$ cat config.mk
export PLATFORM = sky130hd
export DESIGN_NAME = static_mem_ctrl
export DESIGN_NICKNAME = d
export VERILOG_FILES = /design/src/verilog/smc_pkg.sv /design/src/verilog/mem_clk_if.sv /design/src/verilog/static_mem_ctrl.sv /design/src/verilog/smc_clock_div.sv /design/src/verilog/smc_access_check.sv
export VERILOG_INCLUDE_DIRS = /design/src /design/src/verilog
export SDC_FILE = /design/constraint.sdc
export NUM_CORES = 1
export LEC_CHECK = 0
export BUFFER_PORTS_ARGS = -buffer_cell sky130_fd_sc_hd__buf_2
export CAP_MARGIN = 5
export CORE_MARGIN = 2
export CORE_UTILIZATION = 30
export DETAILED_ROUTE_END_ITERATION = 8
export HOLD_SLACK_MARGIN = 0.1
export PLACE_DENSITY_LB_ADDON = 0.08
export SLEW_MARGIN = 20
export SYNTH_ARGS = -nofsm -noshare
export SYNTH_HDL_FRONTEND = slang
export SYNTH_SLANG_ARGS = --single-unit
$ cat constraint.sdc
create_clock -name clock -period 23.1 [get_ports clock]
set_input_delay 2.31 -clock clock [delete_from_list [all_inputs] [get_ports clock]]
set_output_delay 2.31 -clock clock [all_outputs]
set_load 0.01 [all_outputs]
$ cat src/verilog/smc_defines.svh
// Register offsets, field positions, reset values and codes of the static memory controller
`ifndef SMC_DEFINES_SVH
`define SMC_DEFINES_SVH
`define REG_ADDR_W 6
`define REG_BCR_BASE 6'h00
`define REG_BTR_BASE 6'h04
`define REG_BANK_STRIDE 6'h08
`define REG_BWTR_BASE 6'h20
`define REG_BWTR_STRIDE 6'h04
`define REG_STATUS 6'h30
`define BCR_RESET 32'h0000_1080
`define BTR_RESET 32'h0FFF_FFFF
`define BCR_WMASK 32'h000F_FFFF
`define BTR_WMASK 32'h3FFF_FFFF
`define BCR_BANK_EN 0
`define BCR_MTYP 3:2
`define BCR_BURST_RD 8
`define BCR_WAIT_POL 9
`define BCR_WRITE_ALLOW 12
`define BCR_EXT_EN 14
`define BCR_ASYNC_WAIT 15
`define BCR_SYNC_WR 19
`define BTR_ADDR_PHASE_LEN 3:0
`define BTR_DATA_PHASE_LEN 15:8
`define BTR_TURNAROUND_LEN 19:16
`define BTR_MEM_CLOCK_DIVIDER 23:20
`define BTR_BURST_FIRST_DATA_LATENCY 27:24
`define BTR_EXTENDED_MODE_SEL 29:28
`define MTYP_SRAM 2'h0
`define MTYP_PSRAM 2'h1
`define MTYP_NOR 2'h2
`define BURST_FIRST_DATA_LATENCY_BASE 8'h02
`define MEM_CLOCK_DIVIDER_MIN 4'h1
`define STAT_BUSY 0
`define STAT_ERR 1
`define STAT_MODE 4:2
`endif

$ cat src/verilog/smc_pkg.sv
// Types shared by the static memory controller modules
package smc_pkg;
   typedef enum logic [1:0] {
      SIZE_BYTE = 2'h0,
      SIZE_HALF = 2'h1,
      SIZE_WORD = 2'h2
   } size_t;
   typedef enum logic [2:0] {
      MODE_1 = 3'h0,
      MODE_2 = 3'h1,
      MODE_A = 3'h2,
      MODE_B = 3'h3,
      MODE_C = 3'h4,
      MODE_D = 3'h5
   } access_mode_t;
   typedef enum logic [7:0] {
      S_IDLE = 8'h01,
      S_ADDR = 8'h02,
      S_DATA = 8'h04,
      S_HOLD = 8'h08,
      S_SYNC_WAIT = 8'h10,
      S_SYNC = 8'h20,
      S_TURN = 8'h40,
      S_DONE = 8'h80
   } state_t;
endpackage : smc_pkg

$ cat src/verilog/mem_clk_if.sv
// Divided memory clock and its edge markers between controller and divider
`timescale 1ns/10ps
interface mem_clk_if;
   logic [4:0] ratio;
   logic run;
   logic mem_clk;
   logic fall;
   logic rise;
   modport gen (input ratio, input run, output mem_clk, output fall, output rise);
   modport user (output ratio, output run, input mem_clk, input fall, input rise);
endinterface : mem_clk_if

$ cat src/verilog/static_mem_ctrl.sv
// Static external memory controller: async mode 1 and sync single accesses, 16-bit memory
// Summary of operation
// - 32-bit host access becomes two 16-bit accesses
// - Refuse NOR byte writes, sync byte reads
// - Page-mode read sequences only in word reads with zero address phase and turnaround
// - Byte writes enable only the addressed lane
// - Sync reads NOR/PSRAM; sync writes PSRAM only
// - All outputs change on host clock edge
// - Sync falling strobes align to clock fall
// - Sync rising strobes align to clock rise
// - Async accesses drive no memory clock
// - Capture read data before output enable rises
// - Extended mode: independent read/write timing sets
// - SRAM/PSRAM without extended mode use mode 1
// - NOR without extended mode uses mode 2
// - Mode 1 write ends with one hold cycle
// - Mode 1 reads keep both lanes low
// - Sync-only fields ignored in async accesses
// - Wait polarity applies only when monitoring
// - Address phase lasts address setup cycles
// - Data phase: reads N, writes N plus one
// - Turnaround gap between selects rising and falling
// - One active-low select per bank, four
`timescale 1ns/10ps
`include "smc_defines.svh"
module static_mem_ctrl
   import smc_pkg::*;
#(
   parameter int ADDR_W = 26
) (
   // Clock and reset
   input wire logic clock,
   input wire logic rst_b,
   input wire logic clk_en,
   // Register port
   input wire logic [`REG_ADDR_W-1:0] reg_addr,
   input wire logic [31:0] reg_wdata,
   input wire logic reg_wr,
   input wire logic reg_rd,
   output logic [31:0] reg_rdata,
   // Host requests
   input wire logic host_req,
   input wire logic host_write,
   input wire size_t host_size,
   input wire logic [ADDR_W+2:0] host_addr,
   input wire logic [31:0] host_wdata,
   output logic host_ready,
   output logic host_done,
   output logic host_error,
   output logic [31:0] host_rdata,
   // Memory pins
   output logic [ADDR_W-1:0] mem_addr,
   output logic [15:0] mem_data_out,
   output logic mem_data_oe,
   input wire logic [15:0] mem_data_in,
   input wire logic mem_wait,
   output logic [3:0] bank_select_n,
   output logic read_strobe_n,
   output logic write_strobe_n,
   output logic addr_latch_n,
   output logic [1:0] byte_lane_en_n,
   output logic memory_clock_out
);
   // Lanes for a write: byte picks one lane, wider uses both
   function automatic logic [1:0] write_lanes(input size_t size, input logic odd);
      if (size == SIZE_BYTE) begin
         write_lanes = odd ? 2'h2 : 2'h1;
      end else begin
         write_lanes = 2'h3;
      end
   endfunction : write_lanes

   logic [31:0] bank_control_reg [4];
   logic [31:0] bank_timing_reg [4];
   logic [31:0] bank_write_timing_reg [4];
   state_t state;
   state_t next_state;
   logic [7:0] cnt;
   logic [7:0] next_cnt;
   logic [1:0] cur_bank;
   logic [ADDR_W-1:0] cur_addr;
   logic cur_odd;
   logic cur_write;
   size_t cur_size;
   logic cur_half;
   logic [31:0] cur_wdata;
   logic err_flag;
   logic [15:0] data_meta;
   logic [15:0] data_sync;
   logic wait_meta;
   logic wait_sync;
   logic [1:0] sel_bank;
   logic sel_write;
   logic sel_sync;
   logic [31:0] sel_bcr;
   logic [31:0] sel_tim;
   logic req_ok;
   logic accept;
   logic capture;
   logic end_now;
   logic start_half;
   logic next_half;
   logic [ADDR_W-1:0] next_addr;
   logic wait_active;
   logic next_active;
   logic next_strobe;
   access_mode_t cur_mode;
   mem_clk_if mc ();

   // Two-stage synchronisers for memory inputs
   always_ff @(posedge clock or negedge rst_b) begin
      if (!rst_b) begin
         data_meta <= 16'h0000;
         data_sync <= 16'h0000;
         wait_meta <= 1'b0;
         wait_sync <= 1'b0;
      end else if (clk_en) begin
         data_meta <= mem_data_in;
         data_sync <= data_meta;
         wait_meta <= mem_wait;
         wait_sync <= wait_meta;
      end
   end

   // Configuration of the bank being started or in progress
   assign sel_bank = state[0] ? host_addr[ADDR_W+2:ADDR_W+1] : cur_bank;
   assign sel_write = state[0] ? host_write : cur_write;
   assign sel_bcr = bank_control_reg[sel_bank];
   // Extended mode selects separate write timing
   assign sel_tim = (sel_bcr[`BCR_EXT_EN] && sel_write) ? bank_write_timing_reg[sel_bank]
                                                         : bank_timing_reg[sel_bank];
   // Sync bits matter only for the access type they name
   assign sel_sync = sel_write ? sel_bcr[`BCR_SYNC_WR] : sel_bcr[`BCR_BURST_RD];
   // Wait monitoring honours polarity only when enabled
   assign wait_active = sel_bcr[`BCR_ASYNC_WAIT]
                        && (wait_sync == sel_bcr[`BCR_WAIT_POL]);

   smc_access_check u_check (
      .mem_type(sel_bcr[`BCR_MTYP]),
      .bank_en(sel_bcr[`BCR_BANK_EN]),
      .write_en(sel_bcr[`BCR_WRITE_ALLOW]),
      .sync(sel_sync),
      .write(host_write),
      .size(host_size),
      .allowed(req_ok)
   );

   // Memory clock runs only during sync accesses
   assign mc.ratio = {1'b0, (sel_tim[`BTR_MEM_CLOCK_DIVIDER] < `MEM_CLOCK_DIVIDER_MIN) ? `MEM_CLOCK_DIVIDER_MIN
                                                                : sel_tim[`BTR_MEM_CLOCK_DIVIDER]} + 5'h01;
   assign mc.run = state[4] || state[5];

   smc_clock_div u_div (
      .clock(clock),
      .rst_b(rst_b),
      .clk_en(clk_en),
      .mc(mc)
   );

   // Access sequencer
   always_comb begin
      next_state = state;
      next_cnt = cnt;
      accept = 1'b0;
      capture = 1'b0;
      end_now = 1'b0;
      start_half = 1'b0;
      next_half = cur_half;
      unique case (state)
         S_IDLE: begin
            if (host_req) begin
               accept = 1'b1;
               next_half = 1'b0;
               if (!req_ok) begin
                  next_state = S_DONE;
               end else begin
                  start_half = 1'b1;
               end
            end
         end
         S_ADDR: begin
            if (cnt == 8'h00) begin
               next_state = S_DATA;
               next_cnt = (sel_tim[`BTR_DATA_PHASE_LEN] == 8'h00) ? 8'h00 : sel_tim[`BTR_DATA_PHASE_LEN] - 8'h01;
            end else begin
               next_cnt = cnt - 8'h01;
            end
         end
         S_DATA: begin
            if (wait_active) begin
               next_cnt = cnt;
            end else if (cnt != 8'h00) begin
               next_cnt = cnt - 8'h01;
            end else if (cur_write) begin
               next_state = S_HOLD;
            end else begin
               capture = 1'b1;
               end_now = 1'b1;
            end
         end
         S_HOLD: begin
            end_now = 1'b1;
         end
         S_SYNC_WAIT: begin
            if (mc.fall) begin
               next_state = S_SYNC;
               next_cnt = {4'h0, sel_tim[`BTR_BURST_FIRST_DATA_LATENCY]} + `BURST_FIRST_DATA_LATENCY_BASE;
            end
         end
         S_SYNC: begin
            if (mc.rise) begin
               if (cnt == 8'h01) begin
                  capture = !cur_write;
                  end_now = 1'b1;
               end else begin
                  next_cnt = cnt - 8'h01;
               end
            end
         end
         S_TURN: begin
            if (cnt == 8'h00) begin
               if (cur_size == SIZE_WORD && !cur_half) begin
                  next_half = 1'b1;
                  start_half = 1'b1;
               end else begin
                  next_state = S_DONE;
               end
            end else begin
               next_cnt = cnt - 8'h01;
            end
         end
         S_DONE: begin
            next_state = S_IDLE;
         end
      endcase
      // End of one memory access: turnaround, next half or done
      if (end_now) begin
         if (sel_tim[`BTR_TURNAROUND_LEN] != 4'h0) begin
            next_state = S_TURN;
            next_cnt = {4'h0, sel_tim[`BTR_TURNAROUND_LEN]} - 8'h01;
         end else if (cur_size == SIZE_WORD && !cur_half) begin
            next_half = 1'b1;
            start_half = 1'b1;
         end else begin
            next_state = S_DONE;
         end
      end
      // Start of one 16-bit access, always a single read or write
      if (start_half) begin
         if (sel_sync) begin
            next_state = S_SYNC_WAIT;
         end else if (sel_tim[`BTR_ADDR_PHASE_LEN] == 4'h0) begin
            next_state = S_DATA;
            next_cnt = (sel_tim[`BTR_DATA_PHASE_LEN] == 8'h00) ? 8'h00 : sel_tim[`BTR_DATA_PHASE_LEN] - 8'h01;
         end else begin
            next_state = S_ADDR;
            next_cnt = {4'h0, sel_tim[`BTR_ADDR_PHASE_LEN]} - 8'h01;
         end
      end
   end

   // Sequencer state
   always_ff @(posedge clock or negedge rst_b) begin
      if (!rst_b) begin
         state <= S_IDLE;
         cnt <= 8'h00;
         cur_half <= 1'b0;
      end else if (clk_en) begin
         state <= next_state;
         cnt <= next_cnt;
         cur_half <= next_half;
      end
   end

   // Latched request
   always_ff @(posedge clock or negedge rst_b) begin
      if (!rst_b) begin
         cur_bank <= 2'h0;
         cur_addr <= '0;
         cur_odd <= 1'b0;
         cur_write <= 1'b0;
         cur_size <= SIZE_BYTE;
         cur_wdata <= 32'h0000_0000;
      end else if (clk_en) begin
         if (accept) begin
            cur_bank <= host_addr[ADDR_W+2:ADDR_W+1];
            cur_addr <= host_addr[ADDR_W:1];
            cur_odd <= host_addr[0];
            cur_write <= host_write;
            cur_size <= host_size;
            cur_wdata <= host_wdata;
         end
      end
   end

   // Word address of the half being driven next
   assign next_addr = accept ? host_addr[ADDR_W:1] : (cur_addr + ADDR_W'(next_half));

   // Read data assembly and error result
   always_ff @(posedge clock or negedge rst_b) begin
      if (!rst_b) begin
         host_rdata <= 32'h0000_0000;
         host_error <= 1'b0;
      end else if (clk_en) begin
         if (accept) begin
            host_rdata <= 32'h0000_0000;
            host_error <= !req_ok;
         end else if (capture) begin
            if (cur_size == SIZE_BYTE) begin
               host_rdata[7:0] <= cur_odd ? data_sync[15:8] : data_sync[7:0];
            end else if (cur_half) begin
               host_rdata[31:16] <= data_sync;
            end else begin
               host_rdata[15:0] <= data_sync;
            end
         end
      end
   end

   // Strobe levels for the state being entered
   assign next_active = next_state[1] || next_state[2] || next_state[3] || next_state[5];
   assign next_strobe = next_state[2] || next_state[5];

   // Memory pins, registered so they move only on the host clock
   always_ff @(posedge clock or negedge rst_b) begin
      if (!rst_b) begin
         mem_addr <= '0;
         mem_data_out <= 16'h0000;
         mem_data_oe <= 1'b0;
         bank_select_n <= 4'hF;
         read_strobe_n <= 1'b1;
         write_strobe_n <= 1'b1;
         addr_latch_n <= 1'b1;
         byte_lane_en_n <= 2'h3;
      end else if (clk_en) begin
         if (next_active) begin
            mem_addr <= next_addr;
            bank_select_n <= ~(4'h1 << (accept ? host_addr[ADDR_W+2:ADDR_W+1] : cur_bank));
         end else begin
            bank_select_n <= 4'hF;
         end
         read_strobe_n <= !(next_strobe && !sel_write);
         write_strobe_n <= !(next_strobe && sel_write);
         // Address valid only from the first sync clock fall until the next clock rise
         addr_latch_n <= !(next_state == S_SYNC && next_cnt == ({4'h0, sel_tim[`BTR_BURST_FIRST_DATA_LATENCY]}
                                                               + `BURST_FIRST_DATA_LATENCY_BASE));
         mem_data_oe <= next_active && sel_write;
         // On the accepting edge the request is not latched yet
         if (next_active && sel_write) begin
            if ((accept ? host_size : cur_size) == SIZE_BYTE) begin
               mem_data_out <= accept ? {2{host_wdata[7:0]}} : {2{cur_wdata[7:0]}};
            end else if (accept) begin
               mem_data_out <= host_wdata[15:0];
            end else begin
               mem_data_out <= next_half ? cur_wdata[31:16] : cur_wdata[15:0];
            end
         end
         if (!next_active) begin
            byte_lane_en_n <= 2'h3;
         end else if (!sel_write) begin
            byte_lane_en_n <= 2'h0;
         end else begin
            byte_lane_en_n <= ~write_lanes(accept ? host_size : cur_size,
                                           accept ? host_addr[0] : cur_odd);
         end
      end
   end

   // Clock pin only toggles in sync accesses
   assign memory_clock_out = mc.mem_clk;
   // Host handshake: a new request only when fully idle
   assign host_ready = state == S_IDLE;
   assign host_done = state == S_DONE;

   // Access mode of the bank in progress
   always_comb begin
      if (bank_control_reg[cur_bank][`BCR_EXT_EN]) begin
         cur_mode = access_mode_t'({1'b0, bank_timing_reg[cur_bank][`BTR_EXTENDED_MODE_SEL]} + 3'h2);
      end else if (bank_control_reg[cur_bank][`BCR_MTYP] == `MTYP_NOR) begin
         cur_mode = MODE_2;
      end else begin
         cur_mode = MODE_1;
      end
   end

   // Configuration registers
   always_ff @(posedge clock or negedge rst_b) begin
      if (!rst_b) begin
         for (int i = 0; i < 4; i++) begin
            bank_control_reg[i] <= `BCR_RESET;
            bank_timing_reg[i] <= `BTR_RESET;
            bank_write_timing_reg[i] <= `BTR_RESET;
         end
      end else if (clk_en && reg_wr) begin
         for (int i = 0; i < 4; i++) begin
            if (reg_addr == `REG_BCR_BASE + 6'(i) * `REG_BANK_STRIDE) begin
               bank_control_reg[i] <= reg_wdata & `BCR_WMASK;
            end
            if (reg_addr == `REG_BTR_BASE + 6'(i) * `REG_BANK_STRIDE) begin
               bank_timing_reg[i] <= reg_wdata & `BTR_WMASK;
            end
            if (reg_addr == `REG_BWTR_BASE + 6'(i) * `REG_BWTR_STRIDE) begin
               bank_write_timing_reg[i] <= reg_wdata & `BTR_WMASK;
            end
         end
      end
   end

   // Sticky refusal flag: a new refusal wins over a clear
   always_ff @(posedge clock or negedge rst_b) begin
      if (!rst_b) begin
         err_flag <= 1'b0;
      end else if (clk_en) begin
         if (accept && !req_ok) begin
            err_flag <= 1'b1;
         end else if (reg_wr && reg_addr == `REG_STATUS && reg_wdata[`STAT_ERR]) begin
            err_flag <= 1'b0;
         end
      end
   end

   // Read port, data one cycle after the strobe, zero elsewhere
   always_ff @(posedge clock or negedge rst_b) begin
      if (!rst_b) begin
         reg_rdata <= 32'h0000_0000;
      end else if (clk_en) begin
         reg_rdata <= 32'h0000_0000;
         if (reg_rd) begin
            for (int i = 0; i < 4; i++) begin
               if (reg_addr == `REG_BCR_BASE + 6'(i) * `REG_BANK_STRIDE) begin
                  reg_rdata <= bank_control_reg[i];
               end
               if (reg_addr == `REG_BTR_BASE + 6'(i) * `REG_BANK_STRIDE) begin
                  reg_rdata <= bank_timing_reg[i];
               end
               if (reg_addr == `REG_BWTR_BASE + 6'(i) * `REG_BWTR_STRIDE) begin
                  reg_rdata <= bank_write_timing_reg[i];
               end
            end
            if (reg_addr == `REG_STATUS) begin
               reg_rdata[`STAT_BUSY] <= !host_ready;
               reg_rdata[`STAT_ERR] <= err_flag;
               reg_rdata[`STAT_MODE] <= cur_mode;
            end
         end
      end
   end
endmodule : static_mem_ctrl

$ cat src/verilog/smc_clock_div.sv
// Memory clock divider with edge markers for the next clock edge
`timescale 1ns/10ps
module smc_clock_div (
   // Clock and reset
   input wire logic clock,
   input wire logic rst_b,
   input wire logic clk_en,
   // Divided clock
   mem_clk_if.gen mc
);
   logic [4:0] cnt;
   logic [4:0] next_cnt;
   logic next_clk;

   // Next phase count and clock level; idle clock stays low
   always_comb begin
      next_cnt = 5'h00;
      if (mc.run) begin
         next_cnt = (cnt == mc.ratio - 5'h01) ? 5'h00 : cnt + 5'h01;
      end
      next_clk = mc.run && (next_cnt < (mc.ratio >> 1));
   end

   // Phase counter and clock flop
   always_ff @(posedge clock or negedge rst_b) begin
      if (!rst_b) begin
         cnt <= 5'h00;
         mc.mem_clk <= 1'b0;
      end else if (clk_en) begin
         cnt <= next_cnt;
         mc.mem_clk <= next_clk;
      end
   end

   // Markers: the coming edge makes the memory clock fall or rise
   assign mc.fall = clk_en && mc.mem_clk && !next_clk;
   assign mc.rise = clk_en && !mc.mem_clk && next_clk;
endmodule : smc_clock_div

$ cat src/verilog/smc_access_check.sv
// Decides whether a host transaction is in the supported set
`timescale 1ns/10ps
`include "smc_defines.svh"
module smc_access_check
   import smc_pkg::*;
(
   // Bank configuration
   input wire logic [1:0] mem_type,
   input wire logic bank_en,
   input wire logic write_en,
   // Transaction
   input wire logic sync,
   input wire logic write,
   input wire size_t size,
   // Verdict
   output logic allowed
);
   // Table of allowed transactions per memory type and mode
   always_comb begin
      allowed = bank_en && !(write && !write_en) && (size != 2'h3);
      if (mem_type == `MTYP_NOR) begin
         if (!sync && write && size == SIZE_BYTE) allowed = 1'b0;
         if (sync && !write && size == SIZE_BYTE) allowed = 1'b0;
         if (sync && write) allowed = 1'b0;
      end else if (mem_type == `MTYP_PSRAM) begin
         if (sync && !write && size == SIZE_BYTE) allowed = 1'b0;
      end else if (sync) begin
         allowed = 1'b0;
      end
   end
endmodule : smc_access_check

==> results of run 1 <==
==> report_power, final <==
part           switching, mW  internal [mW]  total, mW  leakage, nW
sequential             0.142           1.16       1.30         6.71
clock                  0.447          0.699       1.15         1.19
combinational          0.801          0.458       1.26         7.08
==> through the flow <==
step / power [mW] / hold slack, ns / util (%)
6_report: 3.70 / 0.471 / 35.5
5_1_grt: 3.91 / 0.490 / 35.5
4_1_cts: 3.75 / 0.477 / 35.5
3_5_place_dp: 2.57 / 0.465 / 33.0
3_3_place_gp: 2.56 / 0.456 / 33.0
2_1_floorplan: 2.09 / 0.450 / -
==> layer usage <==
metal / part of all wire [%] / vias to the layer above
met4: 2.5 / 12
met2: 46 / 674
met5: 0.073 / -
li1: - / 10500
met1: 46 / 12100
met3: 5.3 / 155
==> worst max path at each step <==
stage                                           to  slack (ns)  depth (start not counted)
final                     mem_addr[21]$_DFFE_PN0P_       10.73                         39
after detailed placement  mem_addr[20]$_DFFE_PN0P_       10.10                         39
after global placement    mem_addr[20]$_DFFE_PN0P_       10.11                         39
after global routing      mem_addr[20]$_DFFE_PN0P_        9.93                         40
after CTS                 mem_addr[20]$_DFFE_PN0P_       10.74                         39
after floorplan           mem_addr[20]$_DFFE_PN0P_       13.40                         36
==> worst reg2reg max path, delay by kind of cell (launching register included) <==
family / cells / cell delay [ns]
mux: 2 / 0.88
xor+xnor: 1 / 0.15
fa+ha+maj: 3 / 0.93
flops: 1 / 0.95
simple gates: 15 / 3.41
buf+inv: 4 / 1.49
compound gates: 13 / 3.58
==> final cells by class <==
cell class	count	area, sq um
clock inverters	20	255
well taps	1276	1600
flip-flops and latches	557	14200
multi-input cells	1959	14400
diodes	5	12.5
inverters	36	135
clock buffers	109	2150
repair buffers	299	1680
fillers	9751	62500
==> logic make-up after synthesis <==
| kind of cell | Yosys count | share of synthesized area [%] |
|---|---|---|
| xor+xnor | 41 | 1.22 |
| mux | 512 | 20.1 |
| flops | 557 | 48.3 |
| buf+inv | 238 | 3.23 |
| compound gates | 670 | 15.2 |
| simple gates | 719 | 11.3 |
| other cells | 1 | 0.0127 |
| fa+ha+maj | 15 | 0.637 |
==> Yosys cell counts (26+ instances only) <==
master     number  area, sq um
inv_1          35          131
dfstp_2       242         6360
a31oi_1        34          213
a21oi_1       124          621
nor2_1        122          458
o2bb2ai_1      27          236
nand2_1       309         1160
o21ai_0       185          926
and3_1         32          200
mux2_2        435         4900
a22oi_1        78          586
dfrtp_1       315         7880
nor3_1         26          130
clkbuf_1      165          619
mux2i_1        56          561
nand3_1       110          551
==> impl_metrics.json, run 1 <==
{
  "status": "finished clean",
  "cts_root_buffer": "clkbuf_16",
  "fin_ws_ns": 10.73,
  "report.final.slew_viol_count": 0,
  "drive_above_1_share_pct": 38.8,
  "grt.busiest_layer": "met2",
  "hold-path-endpoint": "host_rdata[24]$_DFFE_PN0P_",
  "critPathLaunch": "host_addr[27]",
  "yosys_warnings": 0,
  "met1_usage_pct": 29.8,
  "period_minus_slack_ns": 12.37,
  "synth_edf_count": 0,
  "path_clk_slew_ns": 0.06,
  "worstPathMaxFanout": 44,
  "cts_sinks": 557,
  "path_buf_inv": 5,
  "crit_family": "compound AO/OA/AOI/OAI gates",
  "ios": 245,
  "die_area_sq_um": 101000,
  "cp_common_cell": "nor2_1",
  "rsz0062_at_grt": "false",
  "synthFlopType": "dfrtp_1",
  "hold_depth": 2,
  "irDropWorstVdd_mv": 0.0553,
  "final_common_cell": "mux2_2",
  "power_density_nw_per_um2": 107,
  "min_path_type": "register to register",
  "post-route-period-util_pct": 53.6,
  "setup_viol": 0,
  "tightest_slew_ns": 1.20,
  "ys_seq_area_share_pct": 48.3,
  "ys_types": 90,
  "drtPass1Iterations": 6,
  "grt_pass1_wl_mm": 165,
  "nets": 3064,
  "cts_buffers": 71,
  "die_w_microns": 317,
  "via_count": 23400,
  "worstSkewPairLatency_ns": 0.62,
  "core-area_sq_um": 97000,
  "syn2layout_area_growth_pct": 16.9,
  "syn_avg_cell_area_sq_um": 10.7,
  "drc": 0,
  "wl_mm": 111,
  "cts_tree": "built",
  "async_flop_share_pct": 100,
  "r2r_slack_ns": 11.57,
  "grt_overflow": 0,
  "synth_seq_cells": 557,
  "fin_area_sq_um": 34500,
  "cp_slowest_cell": "o32ai_1",
  "place_area_sq_um": 32000,
  "r2r_start": "cur_bank[0]$_DFFE_PN0P_",
  "critical-path-max-stage-delay_ns": 0.75,
  "hpwl_mm": 72.8,
  "fmax_mhz": 80.8,
  "worst_setup_path_end_kind": "register",
  "cp-start-kind": "input port",
  "num_rows": 114,
  "track_usage_pct": 21.7,
  "cp_data_arrival_time_ns": 12.84,
  "synth_area_sq_um": 29500,
  "use_met3_pct": 3.54,
  "postRouteAntennaNets": 0,
  "gp_congestion": 0.889,
  "start_util_pct": 30.4,
  "leakagePower_nw": 15.0,
  "postCtsHoldBufs": 0,
  "fin_tns_setup_ns": 0,
  "finalHoldViolCount": 0,
  "htreeDepth": 3,
  "syn_inst": 2753,
  "mostFrequentLayoutCells": "mux2_2 (435), dfrtp_1 (315), nand2_1 (303)",
  "path_class": "input port to register",
  "wl_per_cell_microns": 26.1,
  "worst_ep_required_time_ns": 23.57,
  "vias_per_cell": 5.50,
  "slew-limit-headroom_pct": 19.9,
  "hp-start": "host_rdata[24]$_DFFE_PN0P_",
  "rr_endpoint": "mem_addr[21]$_DFFE_PN0P_",
  "pre_cts_slack_ns": 10.10,
  "grt_max_degree": 162,
  "reg2reg_depth": 38,
  "port-buffer-count": 240,
  "cts_setup_buffers": 0,
  "instances_no_fill": 4261,
  "skew_ns": 0.0317,
  "met2_usage_pct": 35.2,
  "die_h_microns": 317,
  "antenna_found_initial": 11,
  "clockBufferDepth": 3,
  "first_global_vias": 23700,
  "drt_iter0_drc": 1771,
  "maxCapViolations": 0,
  "cts-resized-gates": 0,
  "placed_cells": 4127
}
(Power assumes the default switching activity.)
==> run 2, diff against run 1 <==
Settings changed: ABC_AREA set to 1.
Clock period 23.1 ns to 11.2 ns, I/O delays scaled along.
==> run 2 against run 1 <==
Effect of this change:
- critical path depth up 5
- utilization fell by 0.35 points
- synthesized cell count increased by 37%
- wire length up 3.3%
- critical endpoint is now mem_addr[23]$_DFFE_PN0P_
- largest power group is now combinational logic
==> impl_metrics.json, run 2 <==
{
  "antenna_found_initial": 6,
  "cp-start-kind": "register",
  "critical-path-max-stage-delay_ns": 0.75,
  "cts_tree": "built",
  "period_minus_slack_ns": 8.58,
  "ys_types": 62,
  "nFillCells": 10300,
  "report.final.slew_viol_count": 0,
  "skew_ns": 0.0236,
  "die_h_microns": 317,
  "synth.most_common_cell": "nand2_1",
  "leakagePower_nw": 15.1,
  "synth_top_area_share_pct": 26.9,
  "rr_endpoint": "mem_addr[23]$_DFFE_PN0P_",
  "yosys-top-cells-area": "dfrtp_1 (27%), dfstp_2 (22%), nand2_1 (14%), o21ai_0 (11%), inv_1 (3.8%)",
  "worst_setup_path_end_kind": "register",
  "start_util_pct": 30.3,
  "wl_per_cell_microns": 21.9,
  "cts_setup_buffers": 0,
  "seq_power_share_pct": 31.9,
  "via_count": 26600,
  "post-route-period-util_pct": 76.6,
  "synth_edf_count": 0,
  "track_usage_pct": 23.0,
  "finalHoldViolCount": 0,
  "grt_pass1_wl_mm": 174,
  "synth.largest_area_cell": "dfrtp_1",
  "ios": 245,
  "synthFlopType": "dfrtp_1",
  "cp_common_cell": "nand2_1",
  "worst_ep_required_time_ns": 11.74,
  "p_int_mw": 4.89,
  "worstSkewPairLatency_ns": 0.63,
  "hold_depth": 2,
  "drive_above_1_share_pct": 18.6,
  "gp_congestion": 0.859,
  "grt_overflow": 0,
  "postCtsHoldBufs": 0,
  "final_common_cell": "nand2_1",
  "utilization_pct": 35.2,
  "core-area_sq_um": 96900,
  "clkPwrFrac_pct": 28.0,
  "irDropWorstVdd_mv": 0.128,
  "drtPass1Iterations": 6,
  "layout.area.seq_sq_um": 14200,
  "netlist_top_cells_count": "nand2_1 (1109), o21ai_0 (657), dfrtp_1 (315), inv_1 (300), dfstp_2 (242)",
  "maxCapViolations": 0,
  "wl_mm": 115,
  "vias_per_cell": 5.07,
  "p_sw_share_pct": 42.2,
  "worstPathMaxFanout": 39,
  "r2r_slack_ns": 2.62,
  "setup_viol": 0,
  "drc": 0,
  "mostFrequentLayoutCells": "nand2_1 (1100), o21ai_0 (657), dfrtp_1 (315)",
  "cts_buffers": 72,
  "drt_iter0_drc": 1898,
  "htreeDepth": 3,
  "path_clk_slew_ns": 0.07,
  "hp-start": "cur_wdata[16]$_DFFE_PN0P_",
  "cp_slowest_cell": "dfstp_2",
  "reg2reg_depth": 44,
  "syn_inst": 3775,
  "clockBufferDepth": 3,
  "tightest_slew_ns": 0.930,
  "yosys_warnings": 0,
  "multi_input_area_sq_um": 12900,
  "die_area_sq_um": 100000,
  "fmax_mhz": 117,
  "grt_max_degree": 137,
  "async_flop_share_pct": 100,
  "slew-limit-headroom_pct": 37.4,
  "power_switching_mw": 3.57,
  "min_path_type": "register to register",
  "die_w_microns": 317,
  "cts-resized-gates": 0,
  "postRouteAntennaNets": 0,
  "pwr-share-comb_pct": 40.1,
  "cp_data_arrival_time_ns": 9.12,
  "synth_seq_cells": 557,
  "path_class": "register to register",
  "fin_tns_setup_ns": 0,
  "power_density_nw_per_um2": 248,
  "r2r_start": "state[0]$_DFFE_PN1P_",
  "cts_root_buffer": "clkbuf_16",
  "nets": 4050,
  "cts_sinks": 557,
  "rsz0062_at_grt": "false",
  "status": "finished clean",
  "hpwl_mm": 75.2,
  "synth_area_sq_um": 29300,
  "syn2layout_area_growth_pct": 16.2,
  "port-buffer-count": 240,
  "ys_seq_area_share_pct": 48.6,
  "hold-path-endpoint": "cur_wdata[16]$_DFFE_PN0P_",
  "num_rows": 114,
  "syn_avg_cell_area_sq_um": 7.77,
  "first_global_vias": 26200
}
[run 2: changes by cell type after synthesis, moves of 51 or more]
| cell | previous run | this run |
|---|---|---|
| nand2_1 | 309 | 1109 |
| o21ai_0 | 185 | 657 |
| mux2_2 | 435 | 0 |
| inv_1 | 35 | 300 |
| a22oi_1 | 78 | 2 |
| nand3_1 | 110 | 172 |
| mux2i_1 | 56 | 1 |
| nor2_1 | 122 | 175 |
| o211ai_1 | 8 | 59 |
[run 2: worst max path at each step]
stage / from / to / cells past startpoint
3_5_place_dp: host_addr[27] / mem_addr[23]$_DFFE_PN0P_ / 45
3_3_place_gp: host_addr[27] / mem_addr[23]$_DFFE_PN0P_ / 45
4_1_cts: state[0]$_DFFE_PN1P_ / mem_addr[23]$_DFFE_PN0P_ / 46
2_1_floorplan: host_addr[28] / mem_addr[23]$_DFFE_PN0P_ / 43
6_report: state[0]$_DFFE_PN1P_ / mem_addr[23]$_DFFE_PN0P_ / 44
5_1_grt: state[0]$_DFFE_PN1P_ / mem_addr[23]$_DFFE_PN0P_ / 46
[run 2: cell type report]
| class | count | share of cell area [%] |
|---|---|---|
| Clock buffer | 115 | 6.50 |
| Multi-Input combinational cell | 2664 | 38.0 |
| Antenna cell | 1 | 0.00734 |
| Tap cell | 1276 | 4.69 |
| Inverter | 314 | 3.48 |
| Timing Repair Buffer | 301 | 5.02 |
| Sequential cell | 557 | 41.8 |
| Clock inverter | 17 | 0.533 |
[run 2: kinds of logic (layout without fill, tap and decap cells)]
group           Yosys count  after routing  synth area share, %
compound gates         1050           1050                 20.2
xor+xnor                 33             33                0.986
fa+ha+maj                15             15                0.640
other cells               1              3               0.0128
flops                   557            557                 48.6
mux                       1              1               0.0341
buf+inv                 555            747                 7.66
simple gates           1563           1563                 21.9
[run 2: per-layer routing]
layer  wire length (microns)  track usage [%]
met5                      41                0
met4                    2210             5.04
met3                    5250             3.23
met2                   52200             37.3
met1                   55300             32.4
[run 2: stage by stage]
| step | worst slack, ns | instance area [sq um] | hold slack (ns) | total power, mW | std cells |
|---|---|---|---|---|---|
| after floorplan | 4.95 | 29300 | 0.437 | 5.00 | 3776 |
| after global placement | 2.42 | 31700 | 0.456 | 6.11 | 5112 |
| after detailed placement | 2.42 | 31700 | 0.459 | 6.11 | 5112 |
| after CTS | 2.51 | 34100 | 0.471 | 8.53 | 5244 |
| after global routing | 1.65 | 34100 | 0.490 | 9.10 | 5244 |
| final | 2.62 | 34100 | 0.465 | 8.46 | 5245 |
[run 2: power by group through the flow]
stage	clock network, mW	registers [mW]	logic [mW]
6_report	2.37	2.69	3.40
5_1_grt	2.53	2.74	3.83
4_1_cts	2.44	2.69	3.40
3_5_place_dp	0	2.72	3.39
3_3_place_gp	0	2.72	3.39
2_1_floorplan	0	2.70	2.31
[run 2: worst max-delay path, delay by kind of cell, from the launching register on]
family | cells | cell delay (ns)
adder cells (fa/ha/maj) | 3 | 0.78
flip-flops | 1 | 0.75
AO/OA/AOI/OAI | 3 | 0.57
buffers and inverters | 7 | 1.33
XOR/XNOR | 1 | 0.18
AND/OR/NAND/NOR | 30 | 4.83
